[src/sgc_cfg.svh]
`ifndef SGC_CFG_SVH
`define SGC_CFG_SVH

// register byte offsets in short i/o space
`define SGC_OFS_MAIN 8'h04
`define SGC_OFS_TIMING 8'h05
`define SGC_OFS_RUN_HI 8'h06
`define SGC_OFS_RUN_LO 8'h07

// main command bit positions
`define SGC_B_MASTER 7
`define SGC_B_SLVDEC 6
`define SGC_B_WIDE 5
`define SGC_B_PRIV 4
`define SGC_B_BRK 3
`define SGC_B_TEST 2
`define SGC_B_RESTART 1
`define SGC_B_LEDOFF 0

// bus timing control fields
`define SGC_B_ARB 3
`define SGC_TO_MSB 2
`define SGC_TO_INFINITE 3'h7

// reset values
`define SGC_MAIN_RST 8'h00
`define SGC_TIMING_RST 8'h00
`define SGC_RUN_RST 16'h0000
`define SGC_RD_NONE 8'h00

// address modifiers for data accesses
`define SGC_AM_A32_SUP 6'h0d
`define SGC_AM_A32_USR 6'h09
`define SGC_AM_A24_SUP 6'h3d
`define SGC_AM_A24_USR 6'h39
`define SGC_A24_TOP 23

// buffer slot sizes: 32 kbyte in master mode, 1/64 of ram in slave mode
`define SGC_MASTER_SLOT_AW 15
`define SGC_SLAVE_SLOT_DIV_AW 6

// self-test selection
`define SGC_POR_TESTS 8'hff
`define SGC_SHAKE_TEST 7

// timing
`define SGC_CLK_PERIOD_NS 25
`define SGC_US_NS 1000
`define SGC_MS_NS 1000000
`define SGC_FLASH_NS 100000000
`define SGC_US_CYCLES (`SGC_US_NS / `SGC_CLK_PERIOD_NS)
`define SGC_MS_CYCLES (`SGC_MS_NS / `SGC_CLK_PERIOD_NS)
`define SGC_FLASH_CYCLES (`SGC_FLASH_NS / `SGC_CLK_PERIOD_NS)

// bus error timeouts in microseconds
`define SGC_TO_US_0 10'h004
`define SGC_TO_US_1 10'h010
`define SGC_TO_US_2 10'h020
`define SGC_TO_US_3 10'h040
`define SGC_TO_US_4 10'h080
`define SGC_TO_US_5 10'h100
`define SGC_TO_US_6 10'h200
`define SGC_TO_US_NOTSC 10'h032

`endif

[src/sgc_pkg.sv]
package sgc_pkg;
  typedef enum logic [1:0] {BRK_IDLE, BRK_SCAN, BRK_HOLD} sgc_brk_state_t;
  typedef enum logic [1:0] {TST_IDLE, TST_ISSUE, TST_WAIT} sgc_tst_state_t;
endpackage

[src/sgc_tmr_if.sv]
`timescale 1ns/1ps
`default_nettype none
interface sgc_tmr_if;
  logic [2:0] timeoutCode;
  logic sysCtrl;
  logic cycleActive;
  logic ackSeen;
  logic busError;
  modport ctrl (output timeoutCode, output sysCtrl, output cycleActive, output ackSeen,
    input busError);
  modport timer (input timeoutCode, input sysCtrl, input cycleActive, input ackSeen,
    output busError);
endinterface
`default_nettype wire

[src/sgc_bus_timer.sv]
`timescale 1ns/1ps
`default_nettype none
`include "sgc_cfg.svh"
module sgc_bus_timer (
  input wire logic ref_clk,
  input wire logic reset,
  sgc_tmr_if.timer tmr
);
  localparam int US_CYCLES = `SGC_US_CYCLES;
  localparam int PW = $clog2(US_CYCLES);

  logic [PW-1:0] preDiv_reg;
  logic [9:0] usCount_reg;
  logic [9:0] limitUs;
  logic usTick;
  logic busError_reg;

  assign usTick = (preDiv_reg == PW'(US_CYCLES - 1));
  assign tmr.busError = busError_reg;

  // limit in microseconds; non-controller uses one nominal value
  always_comb begin
    if (!tmr.sysCtrl) begin
      limitUs = `SGC_TO_US_NOTSC;
    end else begin
      case (tmr.timeoutCode)
        3'h0: limitUs = `SGC_TO_US_0;
        3'h1: limitUs = `SGC_TO_US_1;
        3'h2: limitUs = `SGC_TO_US_2;
        3'h3: limitUs = `SGC_TO_US_3;
        3'h4: limitUs = `SGC_TO_US_4;
        3'h5: limitUs = `SGC_TO_US_5;
        3'h6: limitUs = `SGC_TO_US_6;
        default: limitUs = `SGC_TO_US_0;
      endcase
    end
  end

  // microsecond prescaler, restarted with each bus cycle
  always_ff @(posedge ref_clk) begin
    if (reset || !tmr.cycleActive) begin
      preDiv_reg <= '0;
    end else if (usTick) begin
      preDiv_reg <= '0;
    end else begin
      preDiv_reg <= preDiv_reg + 1'b1;
    end
  end

  // elapsed microseconds, saturating at the limit
  always_ff @(posedge ref_clk) begin
    if (reset || !tmr.cycleActive) begin
      usCount_reg <= '0;
    end else if (usTick && usCount_reg != limitUs) begin
      usCount_reg <= usCount_reg + 1'b1;
    end
  end

  // bus error held until the cycle ends; code 111 never times out
  always_ff @(posedge ref_clk) begin
    if (reset || !tmr.cycleActive) begin
      busError_reg <= 1'b0;
    end else if (tmr.timeoutCode != `SGC_TO_INFINITE && !tmr.ackSeen
        && usCount_reg == limitUs) begin
      busError_reg <= 1'b1;
    end
  end
endmodule
`default_nettype wire

[src/sgc_global_regs.sv]
`timescale 1ns/1ps
`default_nettype none
`include "sgc_cfg.svh"
// Behaviour
// master bit one: buffers in external memory at buffer base; zero: on-board
// each buffer slot fixed: 1/64 of ram in slave, 32 kbyte in master
// slots ordered ch0 in, ch0 out, ... ending with ch15 out
// slave decode bit enables buffer access; its rise captures the window base
// host sets slave decode in slave mode, clears it in master mode
// wide bit decodes A32; otherwise A24 and base top byte ignored
// privileged-only bit restricts buffer access; never affects short i/o
// break launch rise sends breaks on active requested channels, then self-clears
// test launch rise runs selected tests msb first, stops on fail, self-clears
// busy reads one during test; pass leaves error and fail flags zero
// restart write reruns power-on tests except ram shake, absent meanwhile
// led off when indicator bit one; flashes during power-on tests
// host writes zeros to upper four timing bits
// arbiter scheme bit acts only as slot-1 controller with jumper fitted
// controller: bus error after selected timeout code, 111 never
// non-controller: nominal 50 us on own accesses unless code 111
// run enable starts channel; clearing it stops channel activity
// run enable bit n belongs to channel n
// setting run enable clears channel transmit request and receive accept
// host changes run enables only by indivisible read-modify-write
// break is spacing level lasting channel break length in ms
// break request bit clears when its break begins
// launch bit writes ignored while its operation runs; bit stays one
module sgc_global_regs #(
  parameter int NUM_CH = 16,
  parameter int TEST_W = 8,
  parameter int TIW = $clog2(TEST_W),
  parameter int RAM_AW = 17,
  parameter int unsigned MS_CYCLES = `SGC_MS_CYCLES,
  parameter int unsigned FLASH_CYCLES = `SGC_FLASH_CYCLES
) (
  input wire logic ref_clk,
  input wire logic reset,
  input wire logic regSelect,
  input wire logic regWrite,
  input wire logic [7:0] regAddr,
  input wire logic [7:0] regWriteData,
  output logic [7:0] regReadData,
  output logic regAck,
  input wire logic [31:0] bufferBaseAddress,
  input wire logic [TEST_W-1:0] testProcedureSelect,
  output logic testStart,
  output logic [TIW-1:0] testIndex,
  input wire logic testDone,
  input wire logic testPass,
  input wire logic [NUM_CH-1:0] breakRequest,
  output logic [NUM_CH-1:0] breakRequestClear,
  input wire logic [NUM_CH*8-1:0] breakLengthsMs,
  output logic [NUM_CH-1:0] breakSpacing,
  output logic [NUM_CH-1:0] txRequestClear,
  output logic [NUM_CH-1:0] rxAcceptClear,
  output logic [NUM_CH-1:0] channelRunEnables,
  input wire logic [31:0] vmeAddr,
  input wire logic [5:0] vmeAm,
  input wire logic vmeValid,
  output logic bufferSelect,
  output logic [31:0] slaveWindowBase,
  input wire logic [3:0] bufChannel,
  input wire logic bufOutputDir,
  output logic [31:0] bufAddress,
  output logic masterMode,
  input wire logic slot1Pin,
  input wire logic controllerJumperPin,
  input wire logic ackPin,
  input wire logic busCycleActive,
  output logic busError,
  output logic arbiterPrioritized,
  output logic boardPresent,
  output logic testInProgress,
  output logic anyErrorFlag,
  output logic testFailedFlag,
  output logic indicatorLedOn
);
  localparam int SLAVE_SHIFT = RAM_AW - `SGC_SLAVE_SLOT_DIV_AW;
  localparam int MSW = $clog2(MS_CYCLES);
  localparam int FLW = $clog2(FLASH_CYCLES);
  localparam logic [TEST_W-1:0] RESTART_TESTS =
    `SGC_POR_TESTS & ~(TEST_W'(1) << `SGC_SHAKE_TEST);

  logic [7:0] mainCmd_reg;
  logic [7:0] timingCtrl_reg;
  logic [NUM_CH-1:0] runEn_reg, runEn_next, goRise;
  logic [2:0] sync1_reg, sync2_reg;
  logic sysCtrl;
  logic wrMain, wrTiming, restartReq, brkLaunch, tstLaunch;
  logic slvDecPrev_reg;
  sgc_pkg::sgc_brk_state_t brkState_reg;
  logic [3:0] brkCh_reg;
  logic [7:0] msLeft_reg;
  logic [MSW-1:0] msDiv_reg;
  logic brkHit, brkAdvance, brkFinish, brkBusy;
  sgc_pkg::sgc_tst_state_t tstState_reg;
  logic [TEST_W-1:0] pending_reg;
  logic porRun_reg, tstBusy, tstFinish, tstFail;
  logic [FLW-1:0] flashDiv_reg;
  logic flash_reg;
  logic wideHit, stdHit, amOk;
  logic [4:0] slotIdx;

  sgc_tmr_if tmr();

  // highest selected test still pending
  function automatic logic [TIW-1:0] topTest(input logic [TEST_W-1:0] p);
    logic [TIW-1:0] idx;
    idx = '0;
    for (int i = 0; i < TEST_W; i++) begin
      if (p[i]) idx = TIW'(i);
    end
    return idx;
  endfunction

  // pins from the backplane go through two flops before use
  always_ff @(posedge ref_clk) begin
    sync1_reg <= {ackPin, controllerJumperPin, slot1Pin};
    sync2_reg <= sync1_reg;
  end
  assign sysCtrl = sync2_reg[0] & sync2_reg[1];

  // register strobes; the board ignores short i/o while absent
  assign wrMain = regSelect & regWrite & boardPresent & (regAddr == `SGC_OFS_MAIN);
  assign wrTiming = regSelect & regWrite & boardPresent & (regAddr == `SGC_OFS_TIMING);
  assign restartReq = wrMain & regWriteData[`SGC_B_RESTART];
  assign brkBusy = (brkState_reg != sgc_pkg::BRK_IDLE);
  assign tstBusy = (tstState_reg != sgc_pkg::TST_IDLE);
  assign brkLaunch = wrMain & regWriteData[`SGC_B_BRK] & ~mainCmd_reg[`SGC_B_BRK]
    & ~brkBusy;
  assign tstLaunch = wrMain & regWriteData[`SGC_B_TEST] & ~mainCmd_reg[`SGC_B_TEST]
    & ~tstBusy;

  // main command byte; hardware owns the launch bits while they run
  always_ff @(posedge ref_clk) begin
    if (reset || restartReq) begin
      mainCmd_reg <= `SGC_MAIN_RST;
    end else begin
      if (wrMain) begin
        mainCmd_reg <= regWriteData;
        mainCmd_reg[`SGC_B_BRK] <= brkBusy | regWriteData[`SGC_B_BRK];
        mainCmd_reg[`SGC_B_TEST] <= tstBusy | regWriteData[`SGC_B_TEST];
      end
      if (brkFinish) mainCmd_reg[`SGC_B_BRK] <= 1'b0;
      if (tstFinish) mainCmd_reg[`SGC_B_TEST] <= 1'b0;
      if (tstFinish && porRun_reg && !tstFail) mainCmd_reg[`SGC_B_LEDOFF] <= 1'b1;
    end
  end
  assign masterMode = mainCmd_reg[`SGC_B_MASTER];

  // bus timing byte; upper nibble stored as written
  always_ff @(posedge ref_clk) begin
    if (reset || restartReq) begin
      timingCtrl_reg <= `SGC_TIMING_RST;
    end else if (wrTiming) begin
      timingCtrl_reg <= regWriteData;
    end
  end

  // run enable word, two bytes, bit n is channel n
  always_comb begin
    runEn_next = runEn_reg;
    if (regSelect && regWrite && boardPresent && regAddr == `SGC_OFS_RUN_HI) begin
      runEn_next = NUM_CH'({regWriteData, 8'(runEn_reg)});
    end
    if (regSelect && regWrite && boardPresent && regAddr == `SGC_OFS_RUN_LO) begin
      runEn_next = NUM_CH'({8'(runEn_reg >> 8), regWriteData});
    end
  end
  assign goRise = runEn_next & ~runEn_reg;

  always_ff @(posedge ref_clk) begin
    if (reset || restartReq) begin
      runEn_reg <= NUM_CH'(`SGC_RUN_RST);
      txRequestClear <= '0;
      rxAcceptClear <= '0;
    end else begin
      runEn_reg <= runEn_next;
      txRequestClear <= goRise;
      rxAcceptClear <= goRise;
    end
  end
  assign channelRunEnables = runEn_reg;

  // read answer one cycle after select; no answer at all while absent
  always_ff @(posedge ref_clk) begin
    if (reset) begin
      regAck <= 1'b0;
      regReadData <= `SGC_RD_NONE;
    end else begin
      regAck <= regSelect & boardPresent;
      case (regAddr)
        `SGC_OFS_MAIN: regReadData <= mainCmd_reg;
        `SGC_OFS_TIMING: regReadData <= timingCtrl_reg;
        `SGC_OFS_RUN_HI: regReadData <= 8'(runEn_reg >> 8);
        `SGC_OFS_RUN_LO: regReadData <= 8'(runEn_reg);
        default: regReadData <= `SGC_RD_NONE;
      endcase
    end
  end

  // window base taken only on the enable's rise, so the base register may be reused
  always_ff @(posedge ref_clk) begin
    if (reset || restartReq) begin
      slvDecPrev_reg <= 1'b0;
      slaveWindowBase <= 32'h0000_0000;
    end else begin
      slvDecPrev_reg <= mainCmd_reg[`SGC_B_SLVDEC];
      if (mainCmd_reg[`SGC_B_SLVDEC] && !slvDecPrev_reg) begin
        slaveWindowBase <= bufferBaseAddress;
      end
    end
  end

  // buffer memory decode; short i/o is decoded elsewhere without modifier checks
  assign wideHit = vmeAddr[31:RAM_AW] == slaveWindowBase[31:RAM_AW];
  assign stdHit = vmeAddr[`SGC_A24_TOP:RAM_AW] == slaveWindowBase[`SGC_A24_TOP:RAM_AW];
  always_comb begin
    if (mainCmd_reg[`SGC_B_WIDE]) begin
      amOk = (vmeAm == `SGC_AM_A32_SUP)
        || (!mainCmd_reg[`SGC_B_PRIV] && vmeAm == `SGC_AM_A32_USR);
    end else begin
      amOk = (vmeAm == `SGC_AM_A24_SUP)
        || (!mainCmd_reg[`SGC_B_PRIV] && vmeAm == `SGC_AM_A24_USR);
    end
  end

  always_ff @(posedge ref_clk) begin
    if (reset) begin
      bufferSelect <= 1'b0;
    end else begin
      bufferSelect <= vmeValid && mainCmd_reg[`SGC_B_SLVDEC] && amOk
        && (mainCmd_reg[`SGC_B_WIDE] ? wideHit : stdHit);
    end
  end

  // slot address: two slots per channel, input first
  assign slotIdx = {bufChannel, bufOutputDir};
  always_ff @(posedge ref_clk) begin
    if (reset) begin
      bufAddress <= 32'h0000_0000;
    end else if (masterMode) begin
      bufAddress <= bufferBaseAddress + (32'(slotIdx) << `SGC_MASTER_SLOT_AW);
    end else begin
      bufAddress <= 32'(slotIdx) << SLAVE_SHIFT;
    end
  end

  // break sequencer: one channel at a time, lowest first
  assign brkHit = runEn_reg[brkCh_reg] & breakRequest[brkCh_reg];
  assign brkAdvance = (brkState_reg == sgc_pkg::BRK_SCAN && !brkHit)
    || (brkState_reg == sgc_pkg::BRK_HOLD && (msLeft_reg == 8'h00 || !runEn_reg[brkCh_reg]));
  assign brkFinish = brkAdvance && brkCh_reg == 4'(NUM_CH - 1);

  always_ff @(posedge ref_clk) begin
    if (reset || restartReq) begin
      brkState_reg <= sgc_pkg::BRK_IDLE;
      brkCh_reg <= 4'h0;
      msLeft_reg <= 8'h00;
      msDiv_reg <= '0;
      breakSpacing <= '0;
      breakRequestClear <= '0;
    end else begin
      breakRequestClear <= '0;
      case (brkState_reg)
        sgc_pkg::BRK_IDLE: begin
          brkCh_reg <= 4'h0;
          if (brkLaunch) brkState_reg <= sgc_pkg::BRK_SCAN;
        end
        sgc_pkg::BRK_SCAN: begin
          if (brkHit) begin
            breakRequestClear[brkCh_reg] <= 1'b1;
            breakSpacing[brkCh_reg] <= 1'b1;
            msLeft_reg <= breakLengthsMs[brkCh_reg*8 +: 8];
            msDiv_reg <= '0;
            brkState_reg <= sgc_pkg::BRK_HOLD;
          end else if (brkFinish) begin
            brkState_reg <= sgc_pkg::BRK_IDLE;
          end else begin
            brkCh_reg <= brkCh_reg + 4'h1;
          end
        end
        sgc_pkg::BRK_HOLD: begin
          if (brkAdvance) begin
            breakSpacing[brkCh_reg] <= 1'b0;
            brkCh_reg <= brkCh_reg + 4'h1;
            brkState_reg <= brkFinish ? sgc_pkg::BRK_IDLE : sgc_pkg::BRK_SCAN;
          end else if (msDiv_reg == MSW'(MS_CYCLES - 1)) begin
            msDiv_reg <= '0;
            msLeft_reg <= msLeft_reg - 8'h01;
          end else begin
            msDiv_reg <= msDiv_reg + 1'b1;
          end
        end
        default: brkState_reg <= sgc_pkg::BRK_IDLE;
      endcase
    end
  end

  // self-test sequencer; power-on and restart runs keep the board absent
  assign tstFail = (tstState_reg == sgc_pkg::TST_WAIT) && testDone && !testPass;
  assign tstFinish = tstFail
    || (tstState_reg == sgc_pkg::TST_ISSUE && pending_reg == '0);

  always_ff @(posedge ref_clk) begin
    if (reset || restartReq) begin
      tstState_reg <= sgc_pkg::TST_ISSUE;
      pending_reg <= reset ? `SGC_POR_TESTS : RESTART_TESTS;
      porRun_reg <= 1'b1;
      boardPresent <= 1'b0;
      testInProgress <= 1'b1;
      anyErrorFlag <= 1'b0;
      testFailedFlag <= 1'b0;
      testStart <= 1'b0;
      testIndex <= '0;
    end else begin
      testStart <= 1'b0;
      case (tstState_reg)
        sgc_pkg::TST_IDLE: begin
          if (tstLaunch) begin
            pending_reg <= testProcedureSelect;
            porRun_reg <= 1'b0;
            testInProgress <= 1'b1;
            anyErrorFlag <= 1'b0;
            testFailedFlag <= 1'b0;
            tstState_reg <= sgc_pkg::TST_ISSUE;
          end
        end
        sgc_pkg::TST_ISSUE: begin
          if (tstFinish) begin
            testInProgress <= 1'b0;
            boardPresent <= 1'b1;
            tstState_reg <= sgc_pkg::TST_IDLE;
          end else begin
            testIndex <= topTest(pending_reg);
            testStart <= 1'b1;
            tstState_reg <= sgc_pkg::TST_WAIT;
          end
        end
        sgc_pkg::TST_WAIT: begin
          if (tstFail) begin
            anyErrorFlag <= 1'b1;
            testFailedFlag <= 1'b1;
            testInProgress <= 1'b0;
            boardPresent <= 1'b1;
            tstState_reg <= sgc_pkg::TST_IDLE;
          end else if (testDone) begin
            pending_reg[testIndex] <= 1'b0;
            tstState_reg <= sgc_pkg::TST_ISSUE;
          end
        end
        default: tstState_reg <= sgc_pkg::TST_IDLE;
      endcase
    end
  end

  // led flashes while power-on tests run, else follows the indicator bit
  always_ff @(posedge ref_clk) begin
    if (reset) begin
      flashDiv_reg <= '0;
      flash_reg <= 1'b0;
      indicatorLedOn <= 1'b0;
    end else begin
      if (flashDiv_reg == FLW'(FLASH_CYCLES - 1)) begin
        flashDiv_reg <= '0;
        flash_reg <= ~flash_reg;
      end else begin
        flashDiv_reg <= flashDiv_reg + 1'b1;
      end
      indicatorLedOn <= (porRun_reg && tstBusy) ? flash_reg
        : ~mainCmd_reg[`SGC_B_LEDOFF];
    end
  end

  // arbiter scheme only matters as slot-1 controller
  always_ff @(posedge ref_clk) begin
    if (reset) begin
      arbiterPrioritized <= 1'b0;
    end else begin
      arbiterPrioritized <= sysCtrl & timingCtrl_reg[`SGC_B_ARB];
    end
  end

  // bus error timer
  assign tmr.timeoutCode = timingCtrl_reg[`SGC_TO_MSB:0];
  assign tmr.sysCtrl = sysCtrl;
  assign tmr.cycleActive = busCycleActive;
  assign tmr.ackSeen = sync2_reg[2];
  assign busError = tmr.busError;

  sgc_bus_timer u_timer (
    .ref_clk(ref_clk),
    .reset(reset),
    .tmr(tmr)
  );

  property p_master_slot;
    @(posedge ref_clk) disable iff (reset)
    masterMode |=> bufAddress == $past(bufferBaseAddress)
      + (32'($past(slotIdx)) << `SGC_MASTER_SLOT_AW);
  endproperty
  a_master_slot: assert property (p_master_slot)
    else $error("master buffer slot address wrong");

  property p_window_capture;
    @(posedge ref_clk) disable iff (reset)
    $rose(mainCmd_reg[`SGC_B_SLVDEC]) |=> slaveWindowBase == $past(bufferBaseAddress);
  endproperty
  a_window_capture: assert property (p_window_capture)
    else $error("window base not captured on enable rise");

  property p_no_decode;
    @(posedge ref_clk) disable iff (reset)
    !mainCmd_reg[`SGC_B_SLVDEC] |=> !bufferSelect;
  endproperty
  a_no_decode: assert property (p_no_decode)
    else $error("buffer selected with decode disabled");

  property p_priv_only;
    @(posedge ref_clk) disable iff (reset)
    mainCmd_reg[`SGC_B_PRIV] && (vmeAm == `SGC_AM_A24_USR || vmeAm == `SGC_AM_A32_USR)
      |=> !bufferSelect;
  endproperty
  a_priv_only: assert property (p_priv_only)
    else $error("user access accepted in privileged-only mode");

  property p_break_start;
    @(posedge ref_clk) disable iff (reset)
    breakRequestClear != '0 |-> $countones(breakRequestClear) == 1
      && (breakSpacing & breakRequestClear) == breakRequestClear
      && $past(breakSpacing) == '0;
  endproperty
  a_break_start: assert property (p_break_start)
    else $error("break request cleared without its break starting");

  property p_launch_held;
    @(posedge ref_clk) disable iff (reset)
    brkBusy && wrMain && !brkFinish && !restartReq |=> mainCmd_reg[`SGC_B_BRK];
  endproperty
  a_launch_held: assert property (p_launch_held)
    else $error("break launch bit dropped while running");

  property p_test_busy;
    @(posedge ref_clk) disable iff (reset)
    tstLaunch && testProcedureSelect != '0 && !restartReq
      |=> testInProgress && !testFailedFlag && !anyErrorFlag ##1 testStart;
  endproperty
  a_test_busy: assert property (p_test_busy)
    else $error("self-test launch not reflected in status");

  property p_go_clears;
    @(posedge ref_clk) disable iff (reset)
    goRise != '0 && !restartReq |=> txRequestClear == $past(goRise)
      && rxAcceptClear == $past(goRise);
  endproperty
  a_go_clears: assert property (p_go_clears)
    else $error("run enable set without clearing tx and rx");

  property p_restart_absent;
    @(posedge ref_clk) disable iff (reset)
    restartReq |=> !boardPresent && testInProgress ##1 !regAck;
  endproperty
  a_restart_absent: assert property (p_restart_absent)
    else $error("board visible during restart tests");

  property p_arbiter;
    @(posedge ref_clk) disable iff (reset)
    !sysCtrl |=> !arbiterPrioritized;
  endproperty
  a_arbiter: assert property (p_arbiter)
    else $error("arbiter scheme applied without controller role");
endmodule
`default_nettype wire

[config.mk]
export PLATFORM = sky130hd
export DESIGN_NAME = sgc_global_regs
export DESIGN_NICKNAME = d
export VERILOG_FILES = /design/src/sgc_pkg.sv /design/src/sgc_tmr_if.sv /design/src/sgc_bus_timer.sv /design/src/sgc_global_regs.sv
export VERILOG_INCLUDE_DIRS = /design/src
export SDC_FILE = /design/constraint.sdc
export NUM_CORES = 1
export LEC_CHECK = 0
export BUFFER_PORTS_ARGS = -buffer_cell sky130_fd_sc_hd__buf_2
export CORE_AREA = 2 2 164 166
export CTS_BUF_LIST = sky130_fd_sc_hd__clkbuf_16
export DETAILED_ROUTE_END_ITERATION = 10
export DIE_AREA = 0 0 166 168
export GPL_ROUTABILITY_DRIVEN = 0
export PLACE_DENSITY = 0.87
export SYNTH_ARGS = -nofsm -noshare
export SYNTH_HDL_FRONTEND = slang
export SYNTH_SLANG_ARGS = --single-unit
[constraint.sdc]
create_clock -name ref_clk -period 3 [get_ports ref_clk]
set_input_delay 0.15 -clock ref_clk [delete_from_list [all_inputs] [get_ports ref_clk]]
set_output_delay 0.15 -clock ref_clk [all_outputs]
set_load 0.005 [all_outputs]
==> flow_summary.toml, run 1 <==
[worst_setup_path]
r2r_setup_slack_ns = 0.31
cpPeakStageDelay_ns = 0.63
cpMostUsedCell = "buf_4"
slowest_stage = "o21ai_2"
path_max_fanout = 15
timing.critical_path.cells = "buf_4, inv_1, mux2i_1, a21o_1, o21ai_2, buf_4, a41oi_1, a211oi_1"
end_kind = "flop"
cp_top_family = "compound AO/OA/AOI/OAI gates"
worst_setup_path_start_kind = "flop"
cp_num_buf_inv = 3
path_class = "reg -> reg"
required_ns = 3.44
cp.arrival_ns = 3.13

[route]
dr.pass1.iters = 5
vias = 12000
drt_wl_total_um = 40700
viasPerCell = 5.71
drt_iter0_drc = 949
ant_nets = 0
drcViolationCount = 0
wl_per_cell_um = 19.3

[pwr]
power.total_w = 0.00754
power_density_nw_per_um2 = 477
leakagePower_nw = 6.91
ir_drop_v = 0.000378

[synth]
async_flop_share_pct = 0
yosys_most_used_dff = "dfxtp_1"
synthCells = 1315
yosys.area.top_type = "dfxtp_1"
synth_cell_types = 69
synth_area_um2 = 12100
synth_edf_count = 8
syn_nets = 1592
ys_seq_elements = 251
ys_seq_area_share_pct = 42.1
yosysWarnings = 0
syn_area_per_cell_um2 = 9.22
synth_top_area_share_pct = 40.1
synth.area.top_cells = "dfxtp_1, mux4_2, nand2_1"

[layout]
final_layout_size_suffix_gt1_share_pct = 30.8
area_growth_pct = 30.4
layout_commonest_cell = "buf_2"
mostFrequentLayoutCells = "buf_2, dfxtp_1, nand2_1"
n_fill_cell = 2140
nets = 2022

[floorplanning]
die-height_um = 168
die_w_um = 166
rows = 60
die_area_um2 = 27900
core_area_um2 = 26400
io-pin-count = 420
start_util_pct = 46.0

[cts]
cts_tree = "yes"
postCtsResizedCells = 0
clock_sinks = 251
postCtsSetupRepairBufs = 0
clkTransAtPathRegs_ns = 0.06
cts_htree_levels = 1
cts_max_path_buffers = 3
clk_latency_ns = 0.53
holdBufCountCts = 58
numCtsBuffers = 28
cts_root_buffer = "clkbuf_16"

[grt]
grt_pass1_vias = 12100
grt_max_degree = 47
antenna_found_initial = 2
grt-ovfl-total = 0
grt_first_pass_wirelength_um = 63000
grtUsageTotal_pct = 28.1

[timing]
grt_setup_unrepaired = "no"
finalHoldViolCount = 0
fmax_mhz = 371
finalCriticalPeriod_ns = 2.69
setup_violations = 0
min_period_over_period_pct = 89.8
finalMaxSlewViolations = 0
fin_setup_tns_ns = 0
worstMarginPinSlew_ns = 0.740
skew_ns = 0.0123
slew_headroom_pct = 50.6

[status]
outcome = "complete, no violations"

[place]
hpwlAfterDp_um = 29400
numPortBuffers = 402

[min_path]
min_path_type = "in -> reg"

[run]
cap_violations = 0
[Yosys cell counts, drive strengths merged (3+ instances only)]
cell type and instances:
and4 7, a22oi 8, nand3 42, dfxtp 243, or2 3, nand2b 15, nor4b 4, nand4b 5
inv 32, and2 18, a211oi 6, nor2b 7, clkbuf 52, xnor2 41, and3 30, o21ai 32
edfxtp 8, o31ai 19, nor3b 6, nand3b 5, a21o 4, xor2 22, nand4 28, nor2 115
a31oi 5, nor3 29, a21oi 91, mux4 47, or4 12, nand2 180, o21bai 4, o22ai 6
a41o 4, ha 22, mux2 13, buf 41, or3 12, nor4 21, mux2i 48
[layer usage]
layer	global-route usage (%)	up-vias	routed length, um
met5	0	-	12
met4	13.4	2	1870
met3	6.49	125	3720
met2	49.4	676	19800
met1	32.5	5698	15300
li1	-	5529	-
[path summary, 6_finish.rpt]
kind	start	endpoint	cells past startpoint
worst max-delay path	brkCh_reg[1]$_SDFFE_PP0P_	msLeft_reg[5]$_SDFFE_PP0P_	8
worst min-delay path	testPass	boardPresent$_SDFFE_PP0P_	4
worst max register to register	brkCh_reg[1]$_SDFFE_PP0P_	msLeft_reg[5]$_SDFFE_PP0P_	8
worst min register to register	sync1_reg[0]$_DFF_P_	sync2_reg[0]$_DFF_P_	0
[worst min-delay path, cell delays in order]
cell and delay (ns):
buf_2 0.08, o21ai_0 0.12, a21oi_1 0.16, nor2_1 0.05
[cells by family after synthesis]
kind of cell	count (synthesis)	share of synthesized area, %
simple gates	542	21.9
flops	251	42.1
buf+inv	126	4.80
compound gates	202	10.3
xor+xnor	63	4.55
fa+ha+maj	23	2.44
mux	108	13.9
[report_power, final]
part	total (W)	internal (W)	switching, W
registers	0.00354	0.00345	0.0000910
logic	0.000848	0.000402	0.000446
clock network	0.00315	0.00181	0.00134
[layout make-up]
cell class                      instances  area, um^2  share of cell area [%]
Clock inverter                         21         110                   0.696
Antenna cell                            1        2.50                  0.0158
Timing Repair Buffer                  493        2850                    18.0
Inverter                               33         124                   0.783
Sequential cell                       251        5110                    32.3
Clock buffer                           29         726                    4.59
Multi-Input combinational cell        938        6460                    40.9
Tap cell                              341         427                    2.70
[per-stage QoR]
step	cell area [um^2]	hold WS, ns	worst slack (ns)	utilization (%)	cells
after floorplan	12100	0.178	0.477	-	1315
after global routing	15800	0.0810	0.144	60.0	2107
after global placement	14400	0.252	0.472	54.6	1998
after detailed placement	14400	0.255	0.422	54.6	1998
final	15800	0.0723	0.307	60.0	2107
after CTS	15800	0.0504	0.395	60.0	2106
(Power assumes the default switching activity.)
==> run 2: changes to the inputs <==
--- a/config.mk
+++ b/config.mk
@@ -7,12 +7,14 @@
 export NUM_CORES = 1
 export LEC_CHECK = 0
 export BUFFER_PORTS_ARGS = -buffer_cell sky130_fd_sc_hd__buf_2
-export CORE_AREA = 2 2 164 166
+export CORE_MARGIN = 2
+export CORE_UTILIZATION = 50
 export CTS_BUF_LIST = sky130_fd_sc_hd__clkbuf_16
 export DETAILED_ROUTE_END_ITERATION = 10
-export DIE_AREA = 0 0 166 168
 export GPL_ROUTABILITY_DRIVEN = 0
-export PLACE_DENSITY = 0.87
+export MAX_ROUTING_LAYER = met4
+export PLACE_DENSITY = 0.91
 export SYNTH_ARGS = -nofsm -noshare
 export SYNTH_HDL_FRONTEND = slang
+export SYNTH_HIERARCHICAL = 1
 export SYNTH_SLANG_ARGS = --single-unit
==> flow_summary.toml, run 2 <==
[layout]
final_area_um2 = 16100
final_layout_size_suffix_gt1_share_pct = 32.7
mostFrequentLayoutCells = "buf_2, dfxtp_1, nand2_1"
layout_commonest_cell = "buf_2"
nets = 2014
area_growth_pct = 29.1
finish.utilization_pct = 66.0

[timing]
worstMarginPinSlew_ns = 1.16
fin_setup_tns_ns = 0
finalHoldViolCount = 0
setup_violations = 0
finalMaxSlewViolations = 0
slew_headroom_pct = 22.0
fmax_mhz = 369
setup_slack_ns = 0.291
finalCriticalPeriod_ns = 2.71
grt_setup_unrepaired = "no"
min_period_over_period_pct = 90.3
whs_ns = 0.0438
skew_ns = 0.0251

[synth]
yosys.area.top_type = "dfxtp_1"
synth_cell_types = 94
async_flop_share_pct = 0
synthTopCellsByCount = "dfxtp_1, nand2_1, nor2_1, a21oi_1, mux4_2"
ys_seq_elements = 251
yosysMostFrequentCell = "dfxtp_1"
yosysWarnings = 6
synth_top_area_share_pct = 39.0
syn_area_per_cell_um2 = 9.46
synth_area_um2 = 12500
synth.area.top_cells = "dfxtp_1, mux4_2, nand2_1"
synth_edf_count = 8
ys_seq_area_share_pct = 41.0
synthCells = 1317
yosys_most_used_dff = "dfxtp_1"
syn_nets = 1594

[grt]
met2_usage_pct = 49.6
grt_max_degree = 44
top_usage_layer = "met2"
met3_usage_pct = 5.90
grtUsageTotal_pct = 32.3
grt_first_pass_wirelength_um = 66000
antenna_found_initial = 2
grt-ovfl-total = 0
met1_usage_pct = 40.9
grt_pass1_vias = 12400

[place]
pre_cts_slack_ns = 0.402
hpwlAfterDp_um = 29800
numPortBuffers = 402
dpl_cell_area_um2 = 14600

[worst_setup_path]
slowest_stage = "o21ai_1"
required_ns = 3.38
startpoint = "msLeft_reg[0]$_SDFFE_PP0P_"
path_class = "reg -> reg"
timing.critical_path.cells = "inv_1, ha_1, nor4b_1, buf_4, nand3b_1, o221ai_2, a21o_4, o21ai_1, nor2_1"
worst_setup_path_start_kind = "flop"
cp_top_family = "compound AO/OA/AOI/OAI gates"
cp.arrival_ns = 3.09
cpPeakStageDelay_ns = 0.69
timing.rr.start = "msLeft_reg[0]$_SDFFE_PP0P_"
cp_num_buf_inv = 2
path_max_fanout = 17
end_kind = "flop"

[pwr]
leakagePower_nw = 6.86
power_density_nw_per_um2 = 488
ir_drop_v = 0.000418

[cts]
numCtsBuffers = 26
cts_max_path_buffers = 3
cts_tree = "yes"
cts_htree_levels = 1
clkTransAtPathRegs_ns = 0.07
clock_sinks = 251
postCtsResizedCells = 0
clk_latency_ns = 0.55
cts_root_buffer = "clkbuf_16"

[min_path]
hp-start = "vmeAm[3]"
min_path_type = "in -> reg"

[floorplanning]
die-height_um = 162
die_w_um = 162
core_area_um2 = 24400
start_util_pct = 51.1
io-pin-count = 420
die_area_um2 = 26200
rows = 57

[route]
drcViolationCount = 0
drt_iter0_drc = 1421
wl_per_cell_um = 20.4
ant_nets = 0
dr.pass1.iters = 6
vias = 12600
viasPerCell = 6.07
drt_wl_total_um = 42600

[status]
outcome = "complete, no violations"

[run]
cap_violations = 0
## run 2: metal layers
layer,up-vias,wire length (um)
met3,215,4250
met4,0,2480
li1,5592,-
met1,5999,16100
met5,-,0
met2,829,19800
## run 2: kinds of logic after synthesis
logic type | count (synthesis) | synth area share (%)
compound gates | 224 | 12.9
flops | 251 | 41.0
simple gates | 531 | 21.5
buf+inv | 132 | 5.47
mux | 98 | 12.8
fa+ha+maj | 23 | 2.37
xor+xnor | 58 | 4.08
## run 2: what timing repair did
item	CTS	global route
setup buffers	0	0
hold buffers	58	0
endpoints found under the hold margin	93	0
## run 2: path summary, 6_finish.rpt
kind | slack [ns] | end | cells after the start
min reg2reg | 0.34 | sync2_reg[1]$_DFF_P_ | 0
min | 0.04 | bufferSelect$_SDFF_PP0_ | 4
max | 0.29 | msDiv_reg[13]$_SDFFE_PP0P_ | 9
max reg2reg | 0.29 | msDiv_reg[13]$_SDFFE_PP0P_ | 9
## run 2: power breakdown
group / total (W) / switching (W) / internal [W]
Clock: 0.00343 / 0.00144 / 0.00199
Combinational: 0.000890 / 0.000472 / 0.000418
Sequential: 0.00354 / 0.0000906 / 0.00345
Total: 0.00785 / 0.00200 / 0.00585
## run 2: area by class of cell
class                           instances  area, um^2
Inverter                               30         113
Clock buffer                           27         676
Fill cell                            1768        8300
Tap cell                              324         405
Sequential cell                       251        5110
Timing Repair Buffer                  494        2870
Multi-Input combinational cell        934        6690
Clock inverter                         20         224
Antenna cell                            2        5.00
## run 2: stage by stage
step                      std cells  power (W)
after floorplan                1317    0.00405
after global placement         1975    0.00437
after detailed placement       1975    0.00440
after CTS                      2080    0.00783
after global routing           2082    0.00810
final                          2082    0.00785
## run 2: tightest hold or removal path: stages
cell and delay (ns):
buf_2 0.09, nor4b_1 0.13, nand3_1 0.10, a21oi_1 0.07
==> run 3: changes to the inputs <==
--- a/config.mk
+++ b/config.mk
@@ -7,10 +7,10 @@
 export NUM_CORES = 1
 export LEC_CHECK = 0
 export BUFFER_PORTS_ARGS = -buffer_cell sky130_fd_sc_hd__buf_2
-export CORE_MARGIN = 2
-export CORE_UTILIZATION = 50
+export CORE_AREA = 2 2 161 163
 export CTS_BUF_LIST = sky130_fd_sc_hd__clkbuf_16
 export DETAILED_ROUTE_END_ITERATION = 10
+export DIE_AREA = 0 0 163 165
 export GPL_ROUTABILITY_DRIVEN = 0
 export MAX_ROUTING_LAYER = met4
 export PLACE_DENSITY = 0.91
==> flow_summary.toml, run 3 (synthesized netlist as in run 2, its figures left out) <==
[cts]
cts_root_buffer = "clkbuf_16"
cts_max_path_buffers = 3
clk_latency_ns = 0.54
numCtsBuffers = 27
cts_tree = "yes"
clock_sinks = 251
clkTransAtPathRegs_ns = 0.06
cts_htree_levels = 1

[layout]
mostFrequentLayoutCells = "buf_2, dfxtp_1, nand2_1"
layout_commonest_cell = "buf_2"
n_fill_cell = 1923
area_growth_pct = 28.8
finish.utilization_pct = 64.1
nets = 2012
instances_no_fill = 2088
final_layout_size_suffix_gt1_share_pct = 32.5

[pwr]
ir_drop_v = 0.000402
power_density_nw_per_um2 = 479
leakagePower_nw = 6.83

[worst_setup_path]
path_max_fanout = 12
end_kind = "flop"
required_ns = 3.37
cp.arrival_ns = 3.30
worst_setup_path_start_kind = "flop"
path_class = "reg -> reg"

[timing]
grt_setup_unrepaired = "no"
min_period_over_period_pct = 97.8
slew_headroom_pct = 12.9
finalMaxSlewViolations = 0
fin_setup_tns_ns = 0
finalCriticalPeriod_ns = 2.93
finalHoldViolCount = 0
setup_violations = 0
skew_ns = 0.0161
fmax_mhz = 341
worstMarginPinSlew_ns = 1.29

[floorplanning]
die_w_um = 163
die_area_um2 = 26900
start_util_pct = 49.8
die-height_um = 165
io-pin-count = 420
rows = 58
core_area_um2 = 25000

[status]
outcome = "complete, no violations"

[grt]
grt_first_pass_wirelength_um = 63900
grt_max_degree = 42
grtUsageTotal_pct = 30.8
grt_pass1_vias = 12100
antenna_found_initial = 1
grt-ovfl-total = 0

[min_path]
min_path_type = "in -> reg"

[route]
drt_wl_total_um = 41900
ant_nets = 0
viasPerCell = 5.98
vias = 12500
dr.pass1.iters = 8
drcViolationCount = 0
drt_iter0_drc = 1555
wl_per_cell_um = 20.1

[place]
hpwlAfterDp_um = 28900
numPortBuffers = 402
dp_cells = 1977

[run]
cap_violations = 0
run 3: changes by cell type in the layout (fill, tap and decap cells not counted), sizes merged:
cell         delta
buf             -4
bufinv          -3
inv             +2
clkinv          +4
clkbuf          +1
clkinvlp        -1
dlygate4sd3     +1
run 3: stage by stage:
stage | area, um^2 | power (W) | hold WS, ns | setup slack, ns
3_3_place_gp | 14600 | 0.00437 | 0.258 | 0.285
3_5_place_dp | 14600 | 0.00442 | 0.254 | 0.172
2_1_floorplan | 12500 | 0.00405 | 0.178 | 0.677
5_1_grt | 16000 | 0.00794 | 0.0467 | 0.00325
4_1_cts | 16000 | 0.00765 | 0.0247 | 0.141
6_report | 16000 | 0.00768 | 0.0480 | 0.0650
run 3: power breakdown:
part | switching (W) | internal [W]
clock network | 0.00143 | 0.00180
logic | 0.000489 | 0.000419
registers | 0.0000958 | 0.00345
total | 0.00201 | 0.00567
run 3: final timing paths:
path | startpoint | to | slack (ns) | cells past startpoint
hold reg to reg | sync1_reg[0]$_DFF_P_ | sync2_reg[0]$_DFF_P_ | 0.33 | 0
setup / recovery | brkCh_reg[3]$_SDFFE_PP0P_ | flop | 0.07 | 6
setup reg to reg | brkCh_reg[3]$_SDFFE_PP0P_ | flop | 0.07 | 6
hold / removal | regWriteData[1] | timingCtrl_reg[1]$_SDFFE_PP0P_ | 0.05 | 3
run 3: timing repair:
| action | in CTS | in global routing |
|---|---|---|
| buffers inserted | 0 | 0 |
| hold endpoints to repair | 96 | 0 |
| resized for setup | 0 | 0 |
| hold buffers | 59 | 0 |
run 3: routing by layer:
layer  up-vias  share of wire (%)  track usage [%]
met1      5871                 38             38.2
met5         -                  0                -
met4         0                5.2             14.9
met3       208                9.2             5.98
met2       830                 47             48.6
li1       5581                  -                -
run 3: worst max-delay path, cell delays in order (launching register included):
cell and delay (ns):
dfxtp_1 0.51, mux4_2 0.56, mux2_4 0.33, o211ai_2 0.23, nand2_1 0.19, nor3b_2 0.74
a311oi_1 0.21
run 3: layout make-up:
cell class	instances	area, um^2	share of cell area (%)
well taps	330	413	2.57
flip-flops and latches	251	5110	31.8
repair buffers	491	2870	17.9
inverters	30	113	0.702
clock buffers	28	701	4.37
multi-input cells	934	6690	41.7
diodes	2	5.00	0.0312
clock inverters	22	155	0.967
